==> src/include/bstap_pkg.sv <==
// package for the boundary-scan test access port
package bstap_pkg;

	// ************************************************************
	// instruction register
	// ************************************************************
	localparam int         IR_W         = 5;
	localparam logic [4:0] OP_EXTEST    = 5'h00;
	localparam logic [4:0] OP_SAMPLE    = 5'h01;
	localparam logic [4:0] OP_USER_ONE  = 5'h02;
	localparam logic [4:0] OP_USER_TWO  = 5'h03;
	localparam logic [4:0] OP_CFG_READ  = 5'h04;
	localparam logic [4:0] OP_CFG_LOAD  = 5'h05;
	localparam logic [4:0] OP_INTEST    = 5'h07;
	localparam logic [4:0] OP_USER_CODE = 5'h08;
	localparam logic [4:0] OP_IDCODE    = 5'h09;
	localparam logic [4:0] OP_HIZ       = 5'h0A;
	localparam logic [4:0] OP_START     = 5'h0C;
	localparam logic [4:0] OP_BYPASS    = 5'h1F;
	// fixed capture pattern of the instruction register
	localparam logic [4:0] IR_CAPTURE   = 5'h01;

	// ************************************************************
	// data registers
	// ************************************************************
	localparam int          WORD_W         = 32;
	localparam logic [31:0] USER_CODE_NONE = 32'hFFFF_FFFF;
	localparam logic        BYPASS_CAPTURE = 1'b0;
	// pin block kinds, two bits per pin
	localparam logic [1:0]  PIN_BIDIR    = 2'h0;
	localparam logic [1:0]  PIN_IN_ONLY  = 2'h1;
	localparam logic [1:0]  PIN_OUT_ONLY = 2'h2;
	localparam int          CELLS_FULL   = 3;
	localparam int          CELLS_INPUT  = 1;
	localparam int          CELL_IN      = 0;
	localparam int          CELL_OUT     = 1;
	localparam int          CELL_OE      = 2;

	// ************************************************************
	// controller states
	// ************************************************************
	typedef enum logic [3:0] {
		ST_RESET, ST_IDLE, ST_SEL_DR, ST_CAP_DR, ST_SHIFT_DR, ST_EXIT1_DR,
		ST_PAUSE_DR, ST_EXIT2_DR, ST_UPD_DR, ST_SEL_IR, ST_CAP_IR,
		ST_SHIFT_IR, ST_EXIT1_IR, ST_PAUSE_IR, ST_EXIT2_IR, ST_UPD_IR
	} bstap_state_t;

	// user scan register side
	typedef struct packed {
		logic sel_one;
		logic sel_two;
		logic reset;
		logic capture;
		logic shift;
		logic update;
		logic step;
		logic tdi;
	} bstap_user_t;

endpackage

==> src/rtl/bstap_port.sv <==
// boundary-scan test access port with boundary chain and config access
// Contract
// - mandatory instructions extest, sample, bypass supported
// - five-bit opcode; 00000 extest, 00001 sample, 11111 bypass
// - 00010/00011 select user scan registers one, two
// - 00100 config readback, 00101 config load
// - 00111 puts boundary register in internal test
// - 01000 shifts out configured user code
// - 01001 shifts out identification code
// - public instructions work before and after configuration
// - user interface shows reset, update, shift states
// - pin block bits ordered input, output, enable
// - input-only one bit, output-only three bits
// - every pin block in one tri-state chain
// - test capability stays after configuration
// - extest captures internal signals at pin cells
// - chain starts at corner pin, fixed order
`timescale 1ns/1ps
module bstap_port #(
	parameter int           NUM_PINS  = 4,
	parameter logic [7:0]   PIN_KIND  = 8'h24,
	// arbitrary neutral identification value
	parameter logic [31:0]  ID_VALUE  = 32'h0000_0001
) (
	// clock and reset
	input  wire logic                  ref_clk,
	input  wire logic                  srst,
	// serial test link
	input  wire logic                  tck,
	input  wire logic                  tms,
	input  wire logic                  tdi,
	output logic                       tdo,
	output logic                       tdo_oe,
	// pins and core
	input  wire logic [NUM_PINS-1:0]   pad_in,
	output logic      [NUM_PINS-1:0]   pad_out,
	output logic      [NUM_PINS-1:0]   pad_oe,
	input  wire logic [NUM_PINS-1:0]   core_out,
	input  wire logic [NUM_PINS-1:0]   core_oe,
	output logic      [NUM_PINS-1:0]   core_in,
	// configuration state
	input  wire logic                  configured,
	input  wire logic [31:0]           user_code,
	// user scan registers
	output bstap_pkg::bstap_user_t     user_ctl,
	input  wire logic                  user_one_tdo,
	input  wire logic                  user_two_tdo,
	// configuration load words
	output logic [31:0]                cfg_wr_data,
	output logic                       cfg_wr_valid,
	input  wire logic                  cfg_wr_ready,
	output logic                       cfg_wr_stall,
	// configuration readback words
	input  wire logic [31:0]           cfg_rd_data,
	input  wire logic                  cfg_rd_valid,
	output logic                       cfg_rd_ready
);

	// ************************************************************
	// chain layout
	// ************************************************************
	function automatic int pin_cells(input int p);
		if (PIN_KIND[2*p +: 2] == bstap_pkg::PIN_IN_ONLY)
			return bstap_pkg::CELLS_INPUT;
		return bstap_pkg::CELLS_FULL;
	endfunction

	function automatic int pin_base(input int p);
		int s;
		s = 0;
		for (int i = 0; i < p; i++)
			s += pin_cells(i);
		return s;
	endfunction

	localparam int BSR_LEN = pin_base(NUM_PINS);
	localparam int CNT_W   = $clog2(bstap_pkg::WORD_W);

	// ************************************************************
	// link synchronisers and tck edges
	// ************************************************************
	logic                tck_s1, tck_s2, tck_s3, tms_s1, tms_s2;
	logic                tdi_s1, tdi_s2;
	logic [NUM_PINS-1:0] pad_s1, pad_s2;
	logic                rise, fall;

	// two flops on tms, tdi and pad_in, three on tck; core and configuration inputs unsynchronised
	always_ff @(posedge ref_clk) begin
		tck_s1 <= tck;
		tck_s2 <= tck_s1;
		tck_s3 <= tck_s2;
		tms_s1 <= tms;
		tms_s2 <= tms_s1;
		tdi_s1 <= tdi;
		tdi_s2 <= tdi_s1;
		pad_s1 <= pad_in;
		pad_s2 <= pad_s1;
	end

	assign rise = tck_s2 & ~tck_s3;
	assign fall = ~tck_s2 & tck_s3;

	// ************************************************************
	// controller
	// ************************************************************
	bstap_pkg::bstap_state_t state_reg, state_next;

	// standard test logic state walk
	always_comb begin
		unique case (state_reg)
			bstap_pkg::ST_RESET:    state_next = tms_s2 ? bstap_pkg::ST_RESET    : bstap_pkg::ST_IDLE;
			bstap_pkg::ST_IDLE:     state_next = tms_s2 ? bstap_pkg::ST_SEL_DR   : bstap_pkg::ST_IDLE;
			bstap_pkg::ST_SEL_DR:   state_next = tms_s2 ? bstap_pkg::ST_SEL_IR   : bstap_pkg::ST_CAP_DR;
			bstap_pkg::ST_CAP_DR:   state_next = tms_s2 ? bstap_pkg::ST_EXIT1_DR : bstap_pkg::ST_SHIFT_DR;
			bstap_pkg::ST_SHIFT_DR: state_next = tms_s2 ? bstap_pkg::ST_EXIT1_DR : bstap_pkg::ST_SHIFT_DR;
			bstap_pkg::ST_EXIT1_DR: state_next = tms_s2 ? bstap_pkg::ST_UPD_DR   : bstap_pkg::ST_PAUSE_DR;
			bstap_pkg::ST_PAUSE_DR: state_next = tms_s2 ? bstap_pkg::ST_EXIT2_DR : bstap_pkg::ST_PAUSE_DR;
			bstap_pkg::ST_EXIT2_DR: state_next = tms_s2 ? bstap_pkg::ST_UPD_DR   : bstap_pkg::ST_SHIFT_DR;
			bstap_pkg::ST_UPD_DR:   state_next = tms_s2 ? bstap_pkg::ST_SEL_DR   : bstap_pkg::ST_IDLE;
			bstap_pkg::ST_SEL_IR:   state_next = tms_s2 ? bstap_pkg::ST_RESET    : bstap_pkg::ST_CAP_IR;
			bstap_pkg::ST_CAP_IR:   state_next = tms_s2 ? bstap_pkg::ST_EXIT1_IR : bstap_pkg::ST_SHIFT_IR;
			bstap_pkg::ST_SHIFT_IR: state_next = tms_s2 ? bstap_pkg::ST_EXIT1_IR : bstap_pkg::ST_SHIFT_IR;
			bstap_pkg::ST_EXIT1_IR: state_next = tms_s2 ? bstap_pkg::ST_UPD_IR   : bstap_pkg::ST_PAUSE_IR;
			bstap_pkg::ST_PAUSE_IR: state_next = tms_s2 ? bstap_pkg::ST_EXIT2_IR : bstap_pkg::ST_PAUSE_IR;
			bstap_pkg::ST_EXIT2_IR: state_next = tms_s2 ? bstap_pkg::ST_UPD_IR   : bstap_pkg::ST_SHIFT_IR;
			bstap_pkg::ST_UPD_IR:   state_next = tms_s2 ? bstap_pkg::ST_SEL_DR   : bstap_pkg::ST_IDLE;
		endcase
	end

	// state moves on sampled rising tck
	always_ff @(posedge ref_clk) begin
		if (srst)
			state_reg <= bstap_pkg::ST_RESET;
		else if (rise)
			state_reg <= state_next;
	end

	// ************************************************************
	// instruction register
	// ************************************************************
	logic [4:0] ir_shift_reg, ir_reg;

	// capture, shift on rise; update on fall
	always_ff @(posedge ref_clk) begin
		if (srst) begin
			ir_shift_reg <= bstap_pkg::IR_CAPTURE;
			ir_reg       <= bstap_pkg::OP_IDCODE;
		end else begin
			if (rise && state_reg == bstap_pkg::ST_CAP_IR)
				ir_shift_reg <= bstap_pkg::IR_CAPTURE;
			else if (rise && state_reg == bstap_pkg::ST_SHIFT_IR)
				ir_shift_reg <= {tdi_s2, ir_shift_reg[4:1]};
			if (fall && state_reg == bstap_pkg::ST_RESET)
				ir_reg <= bstap_pkg::OP_IDCODE;
			else if (fall && state_reg == bstap_pkg::ST_UPD_IR)
				ir_reg <= ir_shift_reg;
		end
	end

	// instruction decodes, reserved codes act as bypass
	logic sel_extest, sel_intest, sel_bsr, sel_u1, sel_u2;
	logic sel_rd, sel_ld, sel_uc, sel_id, sel_hiz, sel_start;
	assign sel_extest = (ir_reg == bstap_pkg::OP_EXTEST);
	assign sel_intest = (ir_reg == bstap_pkg::OP_INTEST);
	assign sel_bsr    = sel_extest | sel_intest
			| (ir_reg == bstap_pkg::OP_SAMPLE);
	assign sel_u1     = (ir_reg == bstap_pkg::OP_USER_ONE);
	assign sel_u2     = (ir_reg == bstap_pkg::OP_USER_TWO);
	assign sel_rd     = (ir_reg == bstap_pkg::OP_CFG_READ);
	assign sel_ld     = (ir_reg == bstap_pkg::OP_CFG_LOAD);
	assign sel_uc     = (ir_reg == bstap_pkg::OP_USER_CODE);
	assign sel_id     = (ir_reg == bstap_pkg::OP_IDCODE);
	assign sel_hiz    = (ir_reg == bstap_pkg::OP_HIZ);
	assign sel_start  = (ir_reg == bstap_pkg::OP_START);

	logic cap_dr, shf_dr, upd_dr;
	assign cap_dr = rise && state_reg == bstap_pkg::ST_CAP_DR;
	assign shf_dr = rise && state_reg == bstap_pkg::ST_SHIFT_DR;
	assign upd_dr = fall && state_reg == bstap_pkg::ST_UPD_DR;

	// ************************************************************
	// boundary register
	// ************************************************************
	logic [BSR_LEN-1:0] bsr_reg, bsr_upd_reg, bsr_cap;

	// per pin cells, pin 0 nearest tdo
	for (genvar p = 0; p < NUM_PINS; p++) begin : g_pin
		localparam int B = pin_base(p);
		if (pin_cells(p) == bstap_pkg::CELLS_INPUT) begin : g_in
			assign bsr_cap[B] = pad_s2[p];
			assign pad_out[p] = 1'b0;
			assign pad_oe[p]  = 1'b0;
		end else begin : g_full
			// in, out, enable order
			assign bsr_cap[B + bstap_pkg::CELL_IN]  = pad_s2[p];
			assign bsr_cap[B + bstap_pkg::CELL_OUT] = core_out[p];
			assign bsr_cap[B + bstap_pkg::CELL_OE]  = core_oe[p];
			// test drive holds after configuration too
			assign pad_out[p] = (sel_extest | sel_intest)
					? bsr_upd_reg[B + bstap_pkg::CELL_OUT] : core_out[p];
			assign pad_oe[p]  = sel_hiz ? 1'b0 : (sel_extest | sel_intest)
					? bsr_upd_reg[B + bstap_pkg::CELL_OE] : core_oe[p];
		end
		assign core_in[p] = sel_intest
				? bsr_upd_reg[B + bstap_pkg::CELL_IN] : pad_s2[p];
	end

	// one chain through all pin blocks
	always_ff @(posedge ref_clk) begin
		if (srst) begin
			bsr_reg     <= '0;
			bsr_upd_reg <= '0;
		end else begin
			if (cap_dr && sel_bsr)
				bsr_reg <= bsr_cap;
			else if (shf_dr && sel_bsr)
				bsr_reg <= {tdi_s2, bsr_reg[BSR_LEN-1:1]};
			if (upd_dr && sel_bsr)
				bsr_upd_reg <= bsr_reg;
		end
	end

	// ************************************************************
	// bypass, code and readback registers
	// ************************************************************
	logic        byp_reg;
	logic [31:0] word_reg;
	logic        word_sel;
	assign word_sel = sel_uc | sel_id | sel_rd;

	// bypass bit and word-wide shift register
	always_ff @(posedge ref_clk) begin
		if (srst) begin
			byp_reg  <= bstap_pkg::BYPASS_CAPTURE;
			word_reg <= '0;
		end else begin
			if (cap_dr)
				byp_reg <= bstap_pkg::BYPASS_CAPTURE;
			else if (shf_dr)
				byp_reg <= tdi_s2;
			if (cap_dr && sel_id)
				word_reg <= ID_VALUE;
			else if (cap_dr && sel_uc)
				word_reg <= configured ? user_code
						: bstap_pkg::USER_CODE_NONE;
			else if (cap_dr && sel_rd)
				word_reg <= cfg_rd_data;
			else if (shf_dr && word_sel)
				word_reg <= {tdi_s2, word_reg[31:1]};
		end
	end

	// readback word taken at capture
	assign cfg_rd_ready = cap_dr & sel_rd & cfg_rd_valid;

	// ************************************************************
	// configuration load path with two-entry buffer
	// ************************************************************
	logic [31:0]      asm_reg;
	logic [CNT_W-1:0] bit_cnt_reg;
	logic             push;
	logic [31:0]      buf_mem [2];
	logic [1:0]       buf_cnt_reg;
	logic             buf_wr_ptr_reg, buf_rd_ptr_reg;
	logic             buf_full, pop;

	assign buf_full     = (buf_cnt_reg == 2'h2);
	assign cfg_wr_stall = buf_full;
	assign push = shf_dr && sel_ld && !buf_full
			&& bit_cnt_reg == CNT_W'(bstap_pkg::WORD_W - 1);

	// assemble words, bits dropped while buffer full
	always_ff @(posedge ref_clk) begin
		if (srst) begin
			asm_reg     <= '0;
			bit_cnt_reg <= '0;
		end else if (cap_dr && sel_ld) begin
			bit_cnt_reg <= '0;
		end else if (shf_dr && sel_ld && !buf_full) begin
			asm_reg     <= {tdi_s2, asm_reg[31:1]};
			bit_cnt_reg <= bit_cnt_reg + CNT_W'(1);
		end
	end

	assign pop          = cfg_wr_valid & cfg_wr_ready;
	assign cfg_wr_valid = (buf_cnt_reg != 2'h0);
	assign cfg_wr_data  = buf_mem[buf_rd_ptr_reg];

	// two-entry word buffer
	always_ff @(posedge ref_clk) begin
		if (srst) begin
			buf_cnt_reg    <= 2'h0;
			buf_wr_ptr_reg <= 1'b0;
			buf_rd_ptr_reg <= 1'b0;
		end else begin
			if (push) begin
				buf_mem[buf_wr_ptr_reg] <= {tdi_s2, asm_reg[31:1]};
				buf_wr_ptr_reg          <= ~buf_wr_ptr_reg;
			end
			if (pop)
				buf_rd_ptr_reg <= ~buf_rd_ptr_reg;
			buf_cnt_reg <= buf_cnt_reg + {1'b0, push} - {1'b0, pop};
		end
	end

	// ************************************************************
	// user scan interface
	// ************************************************************
	always_comb begin
		user_ctl         = '0;
		user_ctl.sel_one = sel_u1;
		user_ctl.sel_two = sel_u2;
		user_ctl.reset   = (state_reg == bstap_pkg::ST_RESET);
		user_ctl.capture = (state_reg == bstap_pkg::ST_CAP_DR);
		user_ctl.shift   = (state_reg == bstap_pkg::ST_SHIFT_DR);
		user_ctl.update  = (state_reg == bstap_pkg::ST_UPD_DR);
		user_ctl.step    = rise & (sel_u1 | sel_u2 | (sel_start
				& state_reg == bstap_pkg::ST_IDLE));
		user_ctl.tdi     = tdi_s2;
	end

	// ************************************************************
	// serial output
	// ************************************************************
	logic dr_out;
	always_comb begin
		if (sel_bsr)
			dr_out = bsr_reg[0];
		else if (sel_u1)
			dr_out = user_one_tdo;
		else if (sel_u2)
			dr_out = user_two_tdo;
		else if (word_sel)
			dr_out = word_reg[0];
		else
			dr_out = byp_reg;
	end

	// tdo changes on falling tck only
	always_ff @(posedge ref_clk) begin
		if (srst) begin
			tdo    <= 1'b0;
			tdo_oe <= 1'b0;
		end else if (fall) begin
			tdo    <= (state_reg == bstap_pkg::ST_SHIFT_IR)
					? ir_shift_reg[0] : dr_out;
			tdo_oe <= (state_reg == bstap_pkg::ST_SHIFT_IR)
					| (state_reg == bstap_pkg::ST_SHIFT_DR);
		end
	end

endmodule

==> config.mk <==
export PLATFORM = sky130hd
export DESIGN_NAME = bstap_port
export DESIGN_NICKNAME = d
export VERILOG_FILES = /design/src/include/bstap_pkg.sv /design/src/rtl/bstap_port.sv
export SDC_FILE = /design/constraint.sdc
export NUM_CORES = 1
export LEC_CHECK = 0
export CELL_PAD_IN_SITES_DETAIL_PLACEMENT = 0
export CELL_PAD_IN_SITES_GLOBAL_PLACEMENT = 1
export CORE_MARGIN = 2
export CORE_UTILIZATION = 53
export DETAILED_ROUTE_END_ITERATION = 6
export DONT_BUFFER_PORTS = 1
export PLACE_DENSITY_LB_ADDON = 0.1
export SYNTH_ARGS = -nofsm -noshare
export SYNTH_HDL_FRONTEND = slang
export SYNTH_SLANG_ARGS = --single-unit
export TNS_END_PERCENT = 5
==> constraint.sdc <==
create_clock -name ref_clk -period 6.9 [get_ports ref_clk]
set_input_delay 0.345 -clock ref_clk [delete_from_list [all_inputs] [get_ports ref_clk]]
set_output_delay 0.345 -clock ref_clk [all_outputs]
set_load 0.05 [all_outputs]
==> Word level (Yosys, flattened, before mapping) <==
Memories as Yosys holds them, arrays and structs flattened. A register that Yosys moved wholly into a read port is not among the register bits.
Index checks and enable logic that the tools add are counted.
{ "word_totals": {"reg_bits": 125, "mem_bits_rw": 64, "output_inout_bits": 57, "wordCells": 151, "mem_count": 1} }
{ "op_classes": {"n_addsub": 3, "n_eq_ne": 27, "n_mux": 43, "bitwise_logic": 19, "n_reduce_logical": 34} }
{ "mem_list": {"columns": ["name", "depth", "word_bits", "read_ports", "rd_clocked_by_memory_dff", "write_ports", "line", "text"], "rows": [
  ["buf_mem", 2, 32, 1, 1, 1, "bstap_port.sv:262", "logic [31:0] buf_mem [2];"]
]} }
{ "ops": {"columns": ["cell", "count"], "rows": [
  ["$mux 32", 4],
  ["$pmux 4 s12", 1],
  ["$eq 4x4->1 const B", 8],
  ["$mux 1", 27],
  ["$eq 5x4->1 const B", 4],
  ["$mux 10", 2],
  ["$logic_and 1x1->1", 18],
  ["$eq 4x3->1 const B", 4],
  ["$mux 4", 4],
  ["$eq 5x3->1 const B", 3],
  ["$reduce_or 2->1", 7],
  ["$eq 5x2->1 const B", 2],
  ["$eq 4x2->1 const B", 2],
  ["$and 1x1->1", 7],
  ["$or 1x1->1", 7],
  ["$mux 2", 3],
  ["$mux 3", 2],
  ["$add 5x1->5 const B", 1],
  ["$eq 5x1->1 const B", 1],
  ["$eq 5x5->1 const B", 1],
  ["$logic_not 5->1", 1],
  ["$not 1->1", 5],
  ["$eq 4x1->1 const B", 1],
  ["$logic_not 4->1", 1],
  ["other kinds (9)", 10]
]} }

==> Depth between registers and ports, before layout <==
Gate-level depths: netlist of run 1.
{ "depth": {"word_depth": 9, "ltp_mapped": 10, "ltp_nobuf": 9} }

==> Worst setup path after synthesis of run 1 <==
OpenSTA, ideal clock, no wires.
{ "synth_timing": {"path_kind": "reg2reg", "start": "reg state_reg[0]", "end": "mem buf_mem[0][0] (enable)", "arrival_ns": 4.036, "required_ns": 6.432, "setup_slack_ns": 2.396, "stages_incl_launch_ff": 8, "path_buffers": 2, "synth_period_minus_slack_ns": 4.504, "path_cell_list": "dfxtp_1 buf_6 or4b_4 clkinv_2 nand2_4 buf_6 nor3_2 nor3b_1"} }
{ "synth_rtl": {"columns": ["item", "line", "text"], "rows": [
  ["start, declared", "bstap_port.sv:106", "bstap_pkg::bstap_state_t state_reg, state_next;"],
  ["start signal, assigned", "bstap_port.sv:133", "state_reg <= bstap_pkg::ST_RESET;"],
  ["start signal, assigned", "bstap_port.sv:135", "state_reg <= state_next;"],
  ["end, declared", "bstap_port.sv:262", null]
]} }

==> Worst setup path in the final report of run 1 <==
{ "layout_timing": {"start": "reg ir_reg[2]", "end": "out core_in[0]"} }
{ "layout_via": {"elab_chain_len": 2} }
{ "layout_lines": {"columns": ["item", "line", "text"], "rows": [
  ["start, declared", "bstap_port.sv:141", "logic [4:0] ir_shift_reg, ir_reg;"],
  ["start signal, assigned", "bstap_port.sv:147", "ir_reg <= bstap_pkg::OP_IDCODE;"],
  ["start signal, assigned", "bstap_port.sv:154", "ir_reg <= bstap_pkg::OP_IDCODE;"],
  ["start signal, assigned", "bstap_port.sv:156", "ir_reg <= ir_shift_reg;"],
  ["$eq 5x3->1", "bstap_port.sv:164", "assign sel_intest = (ir_reg == bstap_pkg::OP_INTEST);"],
  ["$mux 1", "bstap_port.sv:205", "? bsr_upd_reg[B + bstap_pkg::CELL_IN] : pad_s2[p];"],
  ["end, declared", "bstap_port.sv:40", "output logic [NUM_PINS-1:0] core_in,"]
]} }
Every way passes these cells.

==> run summary, run 1 <==
The number of maximum-capacitance violations came out at 0. The clock passes through at most 2 buffers. The flip-flop count of the largest register, all copies and words added came out at 64.

The total placed cells including tap cells came out at 992. The run finished with clean final reports. The layout-stage area growth over the synthesis result came out at 8.37%. The number of library cell types mapped by synthesis is 68. Across the VDD grid, the largest voltage drop is approximately 0.16 mV. Routability-driven placement finished with a final weighted congestion of approximately 0.82. The boundary pin count came out at between 100 and 150. The type of the most critical hold path is primary input to register. The required time at the endpoint of the critical path came out at roughly 6.6 ns. The worst-case setup slack after placement came out at about 3.6 ns. The most common cell in the synthesized netlist is sky130_fd_sc_hd__dfxtp_1. The synthesized design contains between 60 and 70 enable-type register cells. Among all flip-flop cells after synthesis, the most frequent one is sky130_fd_sc_hd__dfxtp_1. The number of warning messages in the yosys log is 0. The pin count of the biggest net entering global routing is 80. Traced cell by cell, the critical path runs through nand2b_1, nor3_1, mux2_2. In this run the mean area of a mapped cell was around 10 um^2. STA classifies the critical path endpoint as a primary output. Of the total synthesized cell area, the portion taken by full adders, half adders and majority gates is 0.00571. The tree is rooted in a sky130_fd_sc_hd__clkbuf_16. For this block, the initial DRC count from the detailed router was ~440. After global routing the overflow that remains totals 0. The power density of the placed cells came out at ~250 nW/um^2. Summing all placed instances gives a cell area of ~8800 um^2. The total number of vias came out at 6,559.

The CTS clock-pin slew for the worst setup and hold paths came out at 0.07 ns. The final design instance area without fill is 9490 um^2. The post-route fraction of the period consumed by the critical path came out at 0.517. The initial core utilization is 0.536. The post-synthesis compound-gate area fraction is 0.202. The first-pass GRT wire length came out at roughly 31 mm. The largest total area in the synthesized netlist belongs to sky130_fd_sc_hd__dfxtp_1.

The worst setup path is of the register to primary output kind. The cell count after synthesis came out at around 850. The layout has roughly 1,400 filler cells. Before antenna repair, the detailed router went through 5 iterations.

The floorplan step defined a die boundary enclosing about 18,000 um^2. The worst setup path is launched from a register. The share of final-layout standard cells stronger than drive strength 1 came out at 0.130. The fraction of registers with async set/reset is 0. The stage delay of the slowest cell on the critical path is 1.13 ns. Ranked by total cell area, the synthesized netlist is headed by sky130_fd_sc_hd__dfxtp_1 29%, sky130_fd_sc_hd__edfxtp_1 22%, sky130_fd_sc_hd__o2111ai_1 6.5%. The TritonCTS clock tree is done. The number of buffers created by CTS came out at 17.

The count of cells resized by post-cts repair came out at 0. The commonest cells after synthesis are 125 x sky130_fd_sc_hd__dfxtp_1, 78 x sky130_fd_sc_hd__a21oi_1, 77 x sky130_fd_sc_hd__o21ai_0. The net count of the finished layout is slightly below 900. The synthesized cell area came out at 8760 um^2. The count of standard-cell rows is 47. The global-route usage over all layers is 0.220. The final wirelength is 19.6 mm. The multiplexer area fraction after synthesis came out at 0.0731. Along the worst path, the maximum fanout reaches just under 80. In this run the horizontal extent of the chip is ~130 um. The max-slew violation count is 0. In this run the static leakage power is just over 3 nW. The setup slack after layout is ~3.3 ns.

The total DRC errors in the routed layout is 0. Of the post-synthesis cell area, the dominant cell type holds 0.286. The number of global-route vias before repair came out at between 6,000 and 7,000. The post-CTS setup buffer count is 0. The largest individual stage delay along the critical path comes from the cell sky130_fd_sc_hd__dfxtp_2. The clock tree synthesis step divided the H-tree into 4 levels. The share of the synthesized netlist area taken by xor and xnor gates is 0.00400. The transition at the pin with the smallest max-transition slack came out at between 1 and 1.5 ns.

The maximum clock frequency came out at around 280 MHz. Total power for the finished layout comes to 0.00235 W. In this run the vertical extent of the chip is 133 um. The number of nets still failing antenna checks after routing is 0.

In this run, synthesis produced a sequential element count of roughly 190. The number of standard cells in the final layout excluding fillers came out at 1,034. The hold buffer count at CTS is 9. The final HPWL from detailed placement is 12.1 mm. Setup repair after global routing left no endpoint under its margin. On the final layout, the worst clock skew is around 0.013 ns. The final setup violation count came out at 0. The share of the Yosys chip area taken by registers is 0.505. The area of the core came out at ~16,000 um^2. The number of antenna violations at the first check in global routing came out at 1. The latest clock arrival within the worst-skew pair is 0.43 ns. The total count of hold-check failures in the final report came out at 0. The clock period could shrink to 3.57 ns. Port buffering added 0 buffers. The remaining max-slew budget at the tightest pin came out at 0.167. The largest family of logic cells by synthesized area is compound AO/OA/AOI/OAI gates.

The data arrival time at the worst-slack endpoint is around 3.2 ns. CTS saw roughly 190 sinks. The setup TNS is 0 ns. The via density per instance came out at between 6 and 7. The basic-gate share of the synthesized area counting and, or, nand and nor cells came out at 0.152. Dividing the detail-routed wire length by the instance count gives approximately 19 um.
worst max-delay path, delay by kind of cell (launching register included):
family / cells / cell delay (ns)
flops: 1 / 1.13
mux: 1 / 0.55
simple gates: 2 / 1.10
final timing paths:
kind / start / endpoint / slack (ns) / depth (start not counted)
max: ir_reg[2]$_SDFFE_PP0P_ / core_in[0] / 3.33 / 3
min: srst / state_reg[1]$_SDFFE_PP0N_ / 0.02 / 1
max reg2reg: state_reg[2]$_SDFFE_PP0N_ / buf_mem[1][11]$_DFFE_PP_ / 3.61 / 6
min reg2reg: pad_s1[2]$_DFF_P_ / pad_s2[2]$_DFF_P_ / 0.33 / 0
cells in the final DEF, fill, tap and decap left out, types with 3 or more instances in the layout:
cell type,Yosys,layout
sky130_fd_sc_hd__a41o_1,3,3
sky130_fd_sc_hd__mux2_2,40,40
sky130_fd_sc_hd__o31ai_1,4,4
sky130_fd_sc_hd__nand2b_1,6,6
sky130_fd_sc_hd__nor3b_1,35,34
sky130_fd_sc_hd__inv_8,0,4
sky130_fd_sc_hd__o2111ai_1,65,64
sky130_fd_sc_hd__or3_1,3,3
sky130_fd_sc_hd__nor2b_1,10,9
sky130_fd_sc_hd__or4_1,3,3
sky130_fd_sc_hd__edfxtp_1,64,64
sky130_fd_sc_hd__o22ai_1,10,10
sky130_fd_sc_hd__clkbuf_16,0,17
sky130_fd_sc_hd__a221oi_1,12,12
sky130_fd_sc_hd__a21oi_1,78,78
sky130_fd_sc_hd__dfxtp_1,125,123
sky130_fd_sc_hd__nor4bb_1,31,31
sky130_fd_sc_hd__nand3_1,35,35
sky130_fd_sc_hd__nand2_1,16,16
sky130_fd_sc_hd__dlygate4sd3_1,0,8
sky130_fd_sc_hd__inv_1,21,21
sky130_fd_sc_hd__ha_1,4,4
sky130_fd_sc_hd__mux2i_1,19,19
sky130_fd_sc_hd__and2_1,4,4
sky130_fd_sc_hd__buf_4,5,13
sky130_fd_sc_hd__a31oi_1,4,4
sky130_fd_sc_hd__o21ai_0,77,77
sky130_fd_sc_hd__inv_6,0,3
sky130_fd_sc_hd__nor3_1,7,6
sky130_fd_sc_hd__nor2_1,31,31
kinds of logic (layout without fill, tap and decap cells):
group           count (synthesis)  in the layout
mux                            59             59
simple gates                  204            204
other cells                     1              3
compound gates                274            274
xor+xnor                        4              4
fa+ha+maj                       4              4
buf+inv                       119             77
flops                         189            189
where the power goes:
group | leakage, nW | switching [W] | internal, W
combinational | 1.15 | 0.000136 | 0.0000549
clock | 0.290 | 0.000443 | 0.000549
sequential | 1.61 | 0.0000134 | 0.00115
cell type report:
| type | instances | area [um^2] | share of cell area |
|---|---|---|---|
| Antenna cell | 1 | 2.50 | 0.000264 |
| Inverter | 22 | 83.8 | 0.00883 |
| Timing Repair Buffer | 23 | 216 | 0.0228 |
| Tap cell | 220 | 275 | 0.0290 |
| Multi-Input combinational cell | 547 | 3880 | 0.409 |
| Clock inverter | 14 | 175 | 0.0185 |
| Clock buffer | 18 | 429 | 0.0452 |
| Sequential cell | 189 | 4430 | 0.466 |
layer usage:
| layer | wire (um) | track usage |
|---|---|---|
| met4 | 458 | 0.0950 |
| met5 | 0 | 0 |
| met1 | 8470 | 0.279 |
| met3 | 797 | 0.0406 |
| met2 | 9890 | 0.370 |
metrics by stage:
| step | util | hold WS [ns] |
|---|---|---|
| after floorplan | - | 0.310 |
| after global placement | 0.537 | 0.310 |
| after detailed placement | 0.537 | 0.318 |
| after CTS | 0.581 | 0.00489 |
| after global routing | 0.581 | 0.00872 |
| final | 0.581 | 0.0236 |
No activity file was read; power rests on OpenSTA's default activity.
==> run 2, diff against run 1 <==
Settings changed: CORE_UTILIZATION 53 to 49.
Clock period 6.9 ns to 3.6 ns, I/O delays scaled along.
==> run 2 against run 1 <==
Setup slack got worse by 2.6 ns. Power grew 90%. Via count up 1.1%. Core utilization fell by 2.7 points. Register-to-register slack got worse by 2.9 ns. First-iteration DRC count fell by 18%. Combinational power is 95% higher. Non-clock buffer count up 16. Design area grew 1.5%. Clock-buffer cell count is the same. Highest routed layer unchanged.
==> run summary, run 2 (same netlist as run 1, synthesis figures left out) <==
The run finished with clean final reports. The final setup violation count came to 0 (unchanged). The transition at the pin with the smallest max-transition slack came to 1.16 ns (-0.0905 ns).

The hold-critical path depth is 2 (+1). The final design instance area without fill came out at 9640 um^2 (+1.5%). The number of clock sinks is 189 (unchanged).

The level count of the clock H-tree came out at 4 (unchanged). The global-route usage over all layers was 0.214 (-0.00625). The worst hold path terminates at bsr_reg[1]$_SDFFE_PP0P_.

The max-slew violation count came out at 0 (unchanged). The largest fanout on the critical path is 19 (-76%). The reg-to-reg setup timing slack came out at 0.75 ns (-2.86 ns). The cell area after placement was 8890 um^2 (+1.3%). The reported leakage power is 3.13 nW (+2.6%). The area of the core came out at 17,400 um^2 (+6.5%). The number of global-route vias before repair was 6,122 (+0.66%). The first-pass GRT wire length came out at 31.7 mm (+1.4%).

The maximum root-to-sink buffer count was 2 (unchanged). The largest clock skew in the final design was 0.0125 ns (-0.000489 ns). The worst setup path is captured at a register.

The boundary pin count came out at 143 (unchanged). The final HPWL from detailed placement came out at 12.7 mm (+5.2%). The stage delay of the slowest cell on the critical path came out at 0.62 ns (-0.51 ns). The height of the die is 138 um (+3.9%). The end of the worst register-to-register path is word_reg[16]$_SDFFE_PP0P_. In the finished design, the share of the clock period the worst path needs comes to 0.792. The total number of vias is 6,631 (+1.1%). Setup repair after global routing left no endpoint under its margin. The critical setup path kind is register to register.

The total DRC errors in the routed layout came out at 0 (unchanged). Clock tree synthesis selected as its root buffer the cell sky130_fd_sc_hd__clkbuf_16. The number of DRC markers in iteration 0 came to 362 (-18%). The number of maximum-capacitance violations is 0 (unchanged). The global placer's final weighted congestion is 0.793 (-3.3%).

The total count of hold-check failures in the final report was 0 (unchanged). The startpoint class of the critical path is a register. The total iterations of the first detailed-routing run is 5 (unchanged). TritonCTS built the clock tree.

The die area came out at 19,000 um^2 (+7.9%). The power density of the placed cells came to 463 nW/um^2 (+87%). The total overflow reported by the global router is 0 (unchanged). The critical path goes through or4b_4, clkinv_2, o2111a_1, buf_4, o2111ai_1, a21oi_1. The remaining max-slew budget at the tightest pin is 0.228 (+0.0610). The number of nets still failing antenna checks after routing is 0 (unchanged). The final layout net count is 906 (+1.8%). The detail-routed net length per standard cell is 19.0 um (about the same). The time the worst path needs with I/O delays and setup came out at about 2.9 ns. The slowest cell on the critical path is sky130_fd_sc_hd__dfxtp_1.

The flip-flop count of the largest register, all copies and words added came to 64 (unchanged). The post-CTS setup buffer count was 0 (unchanged). The pin count of the biggest net entering global routing is 69 (-14%). The cell family contributing the most delay on the critical path is compound AO/OA/AOI/OAI gates. The length in cells of the worst reg-to-reg path was 6 (unchanged).

The latest clock arrival within the worst-skew pair came out at 0.43 ns (about the same). The library cell used most frequently in the layout, excluding fill and tap cells, is sky130_fd_sc_hd__dfxtp_1. The worst-case setup slack after placement came out at 0.758 ns (-2.85 ns).

The final wirelength is 20.0 mm (+2.1%). The required time at the endpoint of the critical path came out at 3.95 ns (-2.60 ns). The data arrival time at the worst-slack endpoint was 3.20 ns (-0.02 ns). The number of cells on the critical path is 6 (+3). The setup TNS is 0 ns (unchanged). In this run the most critical hold path is launched from core_out[0]. The share of final-layout standard cells stronger than drive strength 1 came out at 0.146 (+0.0156). The maximum clock frequency came out at approximately 350 MHz. The worst register-to-register path begins at state_reg[2]$_SDFFE_PP0N_. In the layout the commonest cells are 123 x sky130_fd_sc_hd__dfxtp_1, 78 x sky130_fd_sc_hd__a21oi_1, 77 x sky130_fd_sc_hd__o21ai_0, 64 x sky130_fd_sc_hd__o2111ai_1, 64 x sky130_fd_sc_hd__edfxtp_1. The number of buffers created by CTS is 17 (unchanged).

The via density per instance came out at 6.29 (-0.91%). The type of the most critical hold path is primary input to register. The number of buffers and inverters on the critical path is 2 (+2).

The number of port buffers is 0 (unchanged). The count of standard-cell rows is 48 (+2.1%). The CTS clock-pin slew for the worst setup and hold paths came out at 0.07 ns (about the same). The layout-stage area growth over the synthesis result came out at 10.0%. The setup slack after layout was 0.750 ns (-2.59 ns). The initial core utilization is 0.503 (-0.0329). The number of antenna violations at the first check in global routing is 1 (unchanged). The x dimension of the die came out at 138 um (+3.9%).

The worst voltage drop across the vdd grid came out at 0.303 mV (+86%).
[run 2: changes by cell type in the layout (fill, tap and decap cells not counted), sizes merged]
| cell | change |
|---|---|
| bufinv | -2 |
| dlygate4sd3 | +3 |
| clkinv | +4 |
| buf | +13 |
| inv | -2 |
[run 2: report_power, final]
group | internal (W) | switching [W]
Sequential | 0.00221 | 0.0000260
Combinational | 0.000110 | 0.000262
Clock | 0.000967 | 0.000887
Total | 0.00328 | 0.00118
[run 2: worst max path at each step]
stage,end,slack [ns],from
CTS,word_reg[16]$_SDFFE_PP0P_,0.73,state_reg[2]$_SDFFE_PP0N_
detailed placement,word_reg[16]$_SDFFE_PP0P_,0.76,state_reg[2]$_SDFFE_PP0N_
finish,word_reg[16]$_SDFFE_PP0P_,0.75,state_reg[2]$_SDFFE_PP0N_
global route,word_reg[16]$_SDFFE_PP0P_,0.49,state_reg[1]$_SDFFE_PP0N_
floorplan,buf_mem[0][0]$_DFFE_PP_,0.24,state_reg[0]$_SDFFE_PP0N_
global placement,word_reg[8]$_SDFFE_PP0P_,0.84,state_reg[2]$_SDFFE_PP0N_
[run 2: per-layer routing]
layer / global-route usage / wire (um) / vias up / part of all wire
met5: 0 / 0 / - / 0
met4: 0.0714 / 350 / 0 / 0.017
met3: 0.0478 / 1070 / 23 / 0.053
met2: 0.377 / 10100 / 184 / 0.50
met1: 0.259 / 8540 / 3222 / 0.43
li1: - / - / 3202 / -
[run 2: worst register-to-register path, stage by stage, from the launching register on]
cell and delay, ns:
sky130_fd_sc_hd__dfxtp_1 0.62, sky130_fd_sc_hd__or4b_4 0.58, sky130_fd_sc_hd__clkinv_2 0.27, sky130_fd_sc_hd__o2111a_1 0.62, sky130_fd_sc_hd__buf_4 0.34, sky130_fd_sc_hd__o2111ai_1 0.17
sky130_fd_sc_hd__a21oi_1 0.19
[run 2: timing repair]
action / in CTS / in global routing
endpoints found under the hold margin: 76 / 0
hold buffers: 12 / 0
gates resized for setup: 0 / 0
[run 2: cell type report]
class                           count  area, um^2
Inverter                           22        83.8
Antenna cell                        1        2.50
Multi-Input combinational cell    547        3890
Sequential cell                   189        4430
Tap cell                          225         282
Fill cell                        1528        7780
Clock inverter                     14         153
Clock buffer                       18         450
Timing Repair Buffer               39         348
[run 2: through the flow]
| step | total power [W] | hold WS (ns) | utilization | instances |
|---|---|---|---|---|
| detailed placement | 0.00263 | 0.208 | 0.511 | 1010 |
| global placement | 0.00263 | 0.208 | 0.511 | 1010 |
| global route | 0.00461 | 0.0297 | 0.553 | 1054 |
| floorplan | 0.00260 | 0.208 | - | 855 |
| finish | 0.00446 | 0.00718 | 0.553 | 1055 |
| CTS | 0.00450 | 0.00509 | 0.553 | 1054 |
==> run 3, diff against run 2 <==
Clock period 3.6 ns to 2.75 ns, I/O delays scaled along.
==> run 3 against run 2 <==
Clock skew down 0.0025 ns. Clock power up 38%. Die area unchanged. Largest cell class unchanged.
==> run summary, run 3 (same netlist as run 1, synthesis figures left out) <==
The layout-stage area growth over the synthesis result is 12.0%. The flip-flop count of the largest register, all copies and words added came out at 64 (unchanged). The final wirelength is 20.5 mm (+2.3%). The met3 track demand over resource in global routing is 0.0533 (+0.00552). The max-slew violation count is 0 (unchanged). The sequential cell area came out at 4430 um^2 (unchanged).

The worst-case setup slack after placement is 0.474 ns (-0.284 ns). The sequential share of power is 0.487 (-0.014). The first-pass GRT wire length is 32.8 mm (+3.5%).

The post-route fraction of the period consumed by the critical path came out at 0.952. The final antenna diode count came out at 0 (-1). The library cell used most frequently in the layout, excluding fill and tap cells, is sky130_fd_sc_hd__dfxtp_1.

In this run the worst hold path is classified as primary input to register. The boundary pin count came out at 143 (unchanged). The number of buffers created by CTS came out at 17 (unchanged).

The data arrival time at the worst-slack endpoint is 2.48 ns (-0.72 ns). The stage delay of the slowest cell on the critical path came out at 0.81 ns (+0.19 ns). The share of final-layout standard cells stronger than drive strength 1 is 0.160 (+0.0140). The number of nets still failing antenna checks after routing came out at 0 (unchanged).

The clock period could shrink to between 2 and 3 ns. The final HPWL from detailed placement is 12.8 mm (+0.77%). The total overflow reported by the global router is 0 (unchanged).

The largest clock skew in the final design came out at 0.00997 ns (-0.00251 ns). The worst voltage drop across the vdd grid is 0.463 mV (+53%). The part of the power in combinational logic is 0.084 (about the same). The via density per instance came to 6.30 (+0.19%). The transition at the pin with the smallest max-transition slack came out at 0.919 ns (-0.240 ns).

The largest fanout on the critical path came out at 14 (-5). The switching part of the total power came out at 0.258 (-0.00517). The total number of vias is 6,732 (+1.5%). The count of cells resized by post-cts repair came to 0 (unchanged). The kind of cell with the highest combined delay along the critical path is simple AND/OR/NAND/NOR gates.

The setup path with the least slack is of type register to primary output. The slowest cell on the critical path is sky130_fd_sc_hd__nor4b_1. In this run the clock root is driven by a sky130_fd_sc_hd__clkbuf_16. The required time at the endpoint of the critical path is 2.61 ns (-1.34 ns). Traced cell by cell, the critical path runs through nor4b_1, and2_1.

The count of standard-cell rows came out at 48 (unchanged). The number of clock sinks is 189 (unchanged). STA classifies the critical path startpoint as a register. The total placed cells including tap cells came out at 1,024 (+1.4%). The number of antenna violations at the first check in global routing came out at 1 (unchanged).

The total DRC errors in the routed layout came out at 0 (unchanged). The met1 global-route usage came out at 0.278 (+0.0194). The post-CTS setup buffer count came out at 0 (unchanged). The power density of the placed cells was 610 nW/um^2 (+32%).

The area of the core is 17,400 um^2 (unchanged). The height of the die is 138 um (unchanged). The busiest layer in global routing is met2. The global-route usage over all layers came to 0.220 (+0.00579). The run finished with clean final reports. The total iterations of the first detailed-routing run came to 5 (unchanged).

The global placer's final weighted congestion is 0.827 (+4.3%). The maximum clock frequency is approximately 380 MHz. The total power after layout came out at 0.00598 W (+34%). The remaining max-slew budget at the tightest pin is 0.379 (+0.151). The setup TNS came out at 0 ns (unchanged). The final setup violation count is 0 (unchanged).

The number of standard cells in the final layout excluding fillers is 1,069 (+1.3%). The level count of the clock H-tree came out at 4 (unchanged). The library cells used most frequently in the layout, excluding fill and tap cells, are 123 x sky130_fd_sc_hd__dfxtp_1, 78 x sky130_fd_sc_hd__a21oi_1, 77 x sky130_fd_sc_hd__o21ai_0, 64 x sky130_fd_sc_hd__o2111ai_1, 64 x sky130_fd_sc_hd__edfxtp_1. The TritonCTS clock tree is done.

The x dimension of the die is 138 um (unchanged). Setup repair after global routing left no endpoint under its margin. The pin count of the biggest net entering global routing is 71 (+2.9%). The footprint of the multi-input gates came out at 3900 um^2 (+0.16%). The detail-routed net length per standard cell was 19.2 um (+0.92%). The reported leakage power is 3.24 nW (+3.5%). The hold buffer count at CTS came out at 13 (+1). The CTS clock-pin slew for the worst setup and hold paths is 0.07 ns (about the same). The number of port buffers was 0 (unchanged). The number of DRC markers in iteration 0 came out at 369 (+1.9%). The total internal power came out at 0.00443 W (+35%). The number of maximum-capacitance violations came out at 0 (unchanged).

The final layout net count came out at 921 (+1.7%). The total count of hold-check failures in the final report came out at 0 (unchanged). The number of fillers in the final layout is 1,500 (-1.8%). The number of global-route vias before repair came out at 6,397 (+4.5%). The net switching power of the design is 0.00154 W (+31%). The power share of the clock group came out at 0.429 (+0.013). The maximum root-to-sink buffer count is 2 (unchanged). The die area is 19,000 um^2 (unchanged).

The initial core utilization came out at 0.503 (unchanged). The latest clock arrival within the worst-skew pair was 0.44 ns (about the same). The setup slack after layout is 0.131 ns (-0.618 ns). The met2 track demand over resource in global routing came to 0.372 (-0.00470). The number of buffers and inverters on the critical path is 0 (-2). The worst setup path is captured at a primary output.
[run 3: cell type report]
class / count / share of cell area
Clock buffer: 17 / 0.0434
Clock inverter: 15 / 0.0211
Inverter: 22 / 0.00970
Multi-Input combinational cell: 547 / 0.397
Sequential cell: 189 / 0.451
Tap cell: 225 / 0.0287
Timing Repair Buffer: 54 / 0.0485
[run 3: final timing paths]
path | from | to | slack (ns) | cells after the start
max | ir_reg[1]$_SDFFE_PP0P_ | user_ctl[6] | 0.13 | 2
min | core_out[3] | bsr_reg[8]$_SDFFE_PP0P_ | 0.03 | 2
max reg2reg | state_reg[3]$_SDFFE_PP0N_ | buf_mem[1][20]$_DFFE_PP_ | 0.50 | 6
min reg2reg | tdi_s1$_DFF_P_ | tdi_s2$_DFF_P_ | 0.33 | 0
[run 3: per-stage QoR]
stage | hold WS, ns | util | cell area, um^2
final | 0.0256 | 0.563 | 9810
after global routing | 0.0119 | 0.563 | 9810
after CTS | 0.00161 | 0.563 | 9810
after detailed placement | 0.165 | 0.518 | 9030
after global placement | 0.165 | 0.518 | 9030
after floorplan | 0.165 | - | 8800
[run 3: worst register-to-register path, cell delays in order, from the launching register on]
cell and delay, ns:
sky130_fd_sc_hd__dfxtp_1 0.31, sky130_fd_sc_hd__or4b_4 0.61, sky130_fd_sc_hd__clkinv_8 0.14, sky130_fd_sc_hd__nand2_4 0.07
sky130_fd_sc_hd__nor3_4 0.20, sky130_fd_sc_hd__and3b_1 0.18, sky130_fd_sc_hd__buf_4 0.39
[run 3: power groups by stage]
stage | clock network, W | logic, W | registers, W
2_1_floorplan | 0 | 0.000436 | 0.00297
3_3_place_gp | 0 | 0.000468 | 0.00298
3_5_place_dp | 0 | 0.000470 | 0.00298
4_1_cts | 0.00262 | 0.000507 | 0.00291
5_1_grt | 0.00272 | 0.000531 | 0.00292
6_report | 0.00256 | 0.000502 | 0.00291
[run 3: routing by layer]
metal / vias up / share of wire
met5: - / 0.00063
met4: 2 / 0.014
met3: 30 / 0.060
met2: 202 / 0.50
met1: 3275 / 0.43
li1: 3223 / -
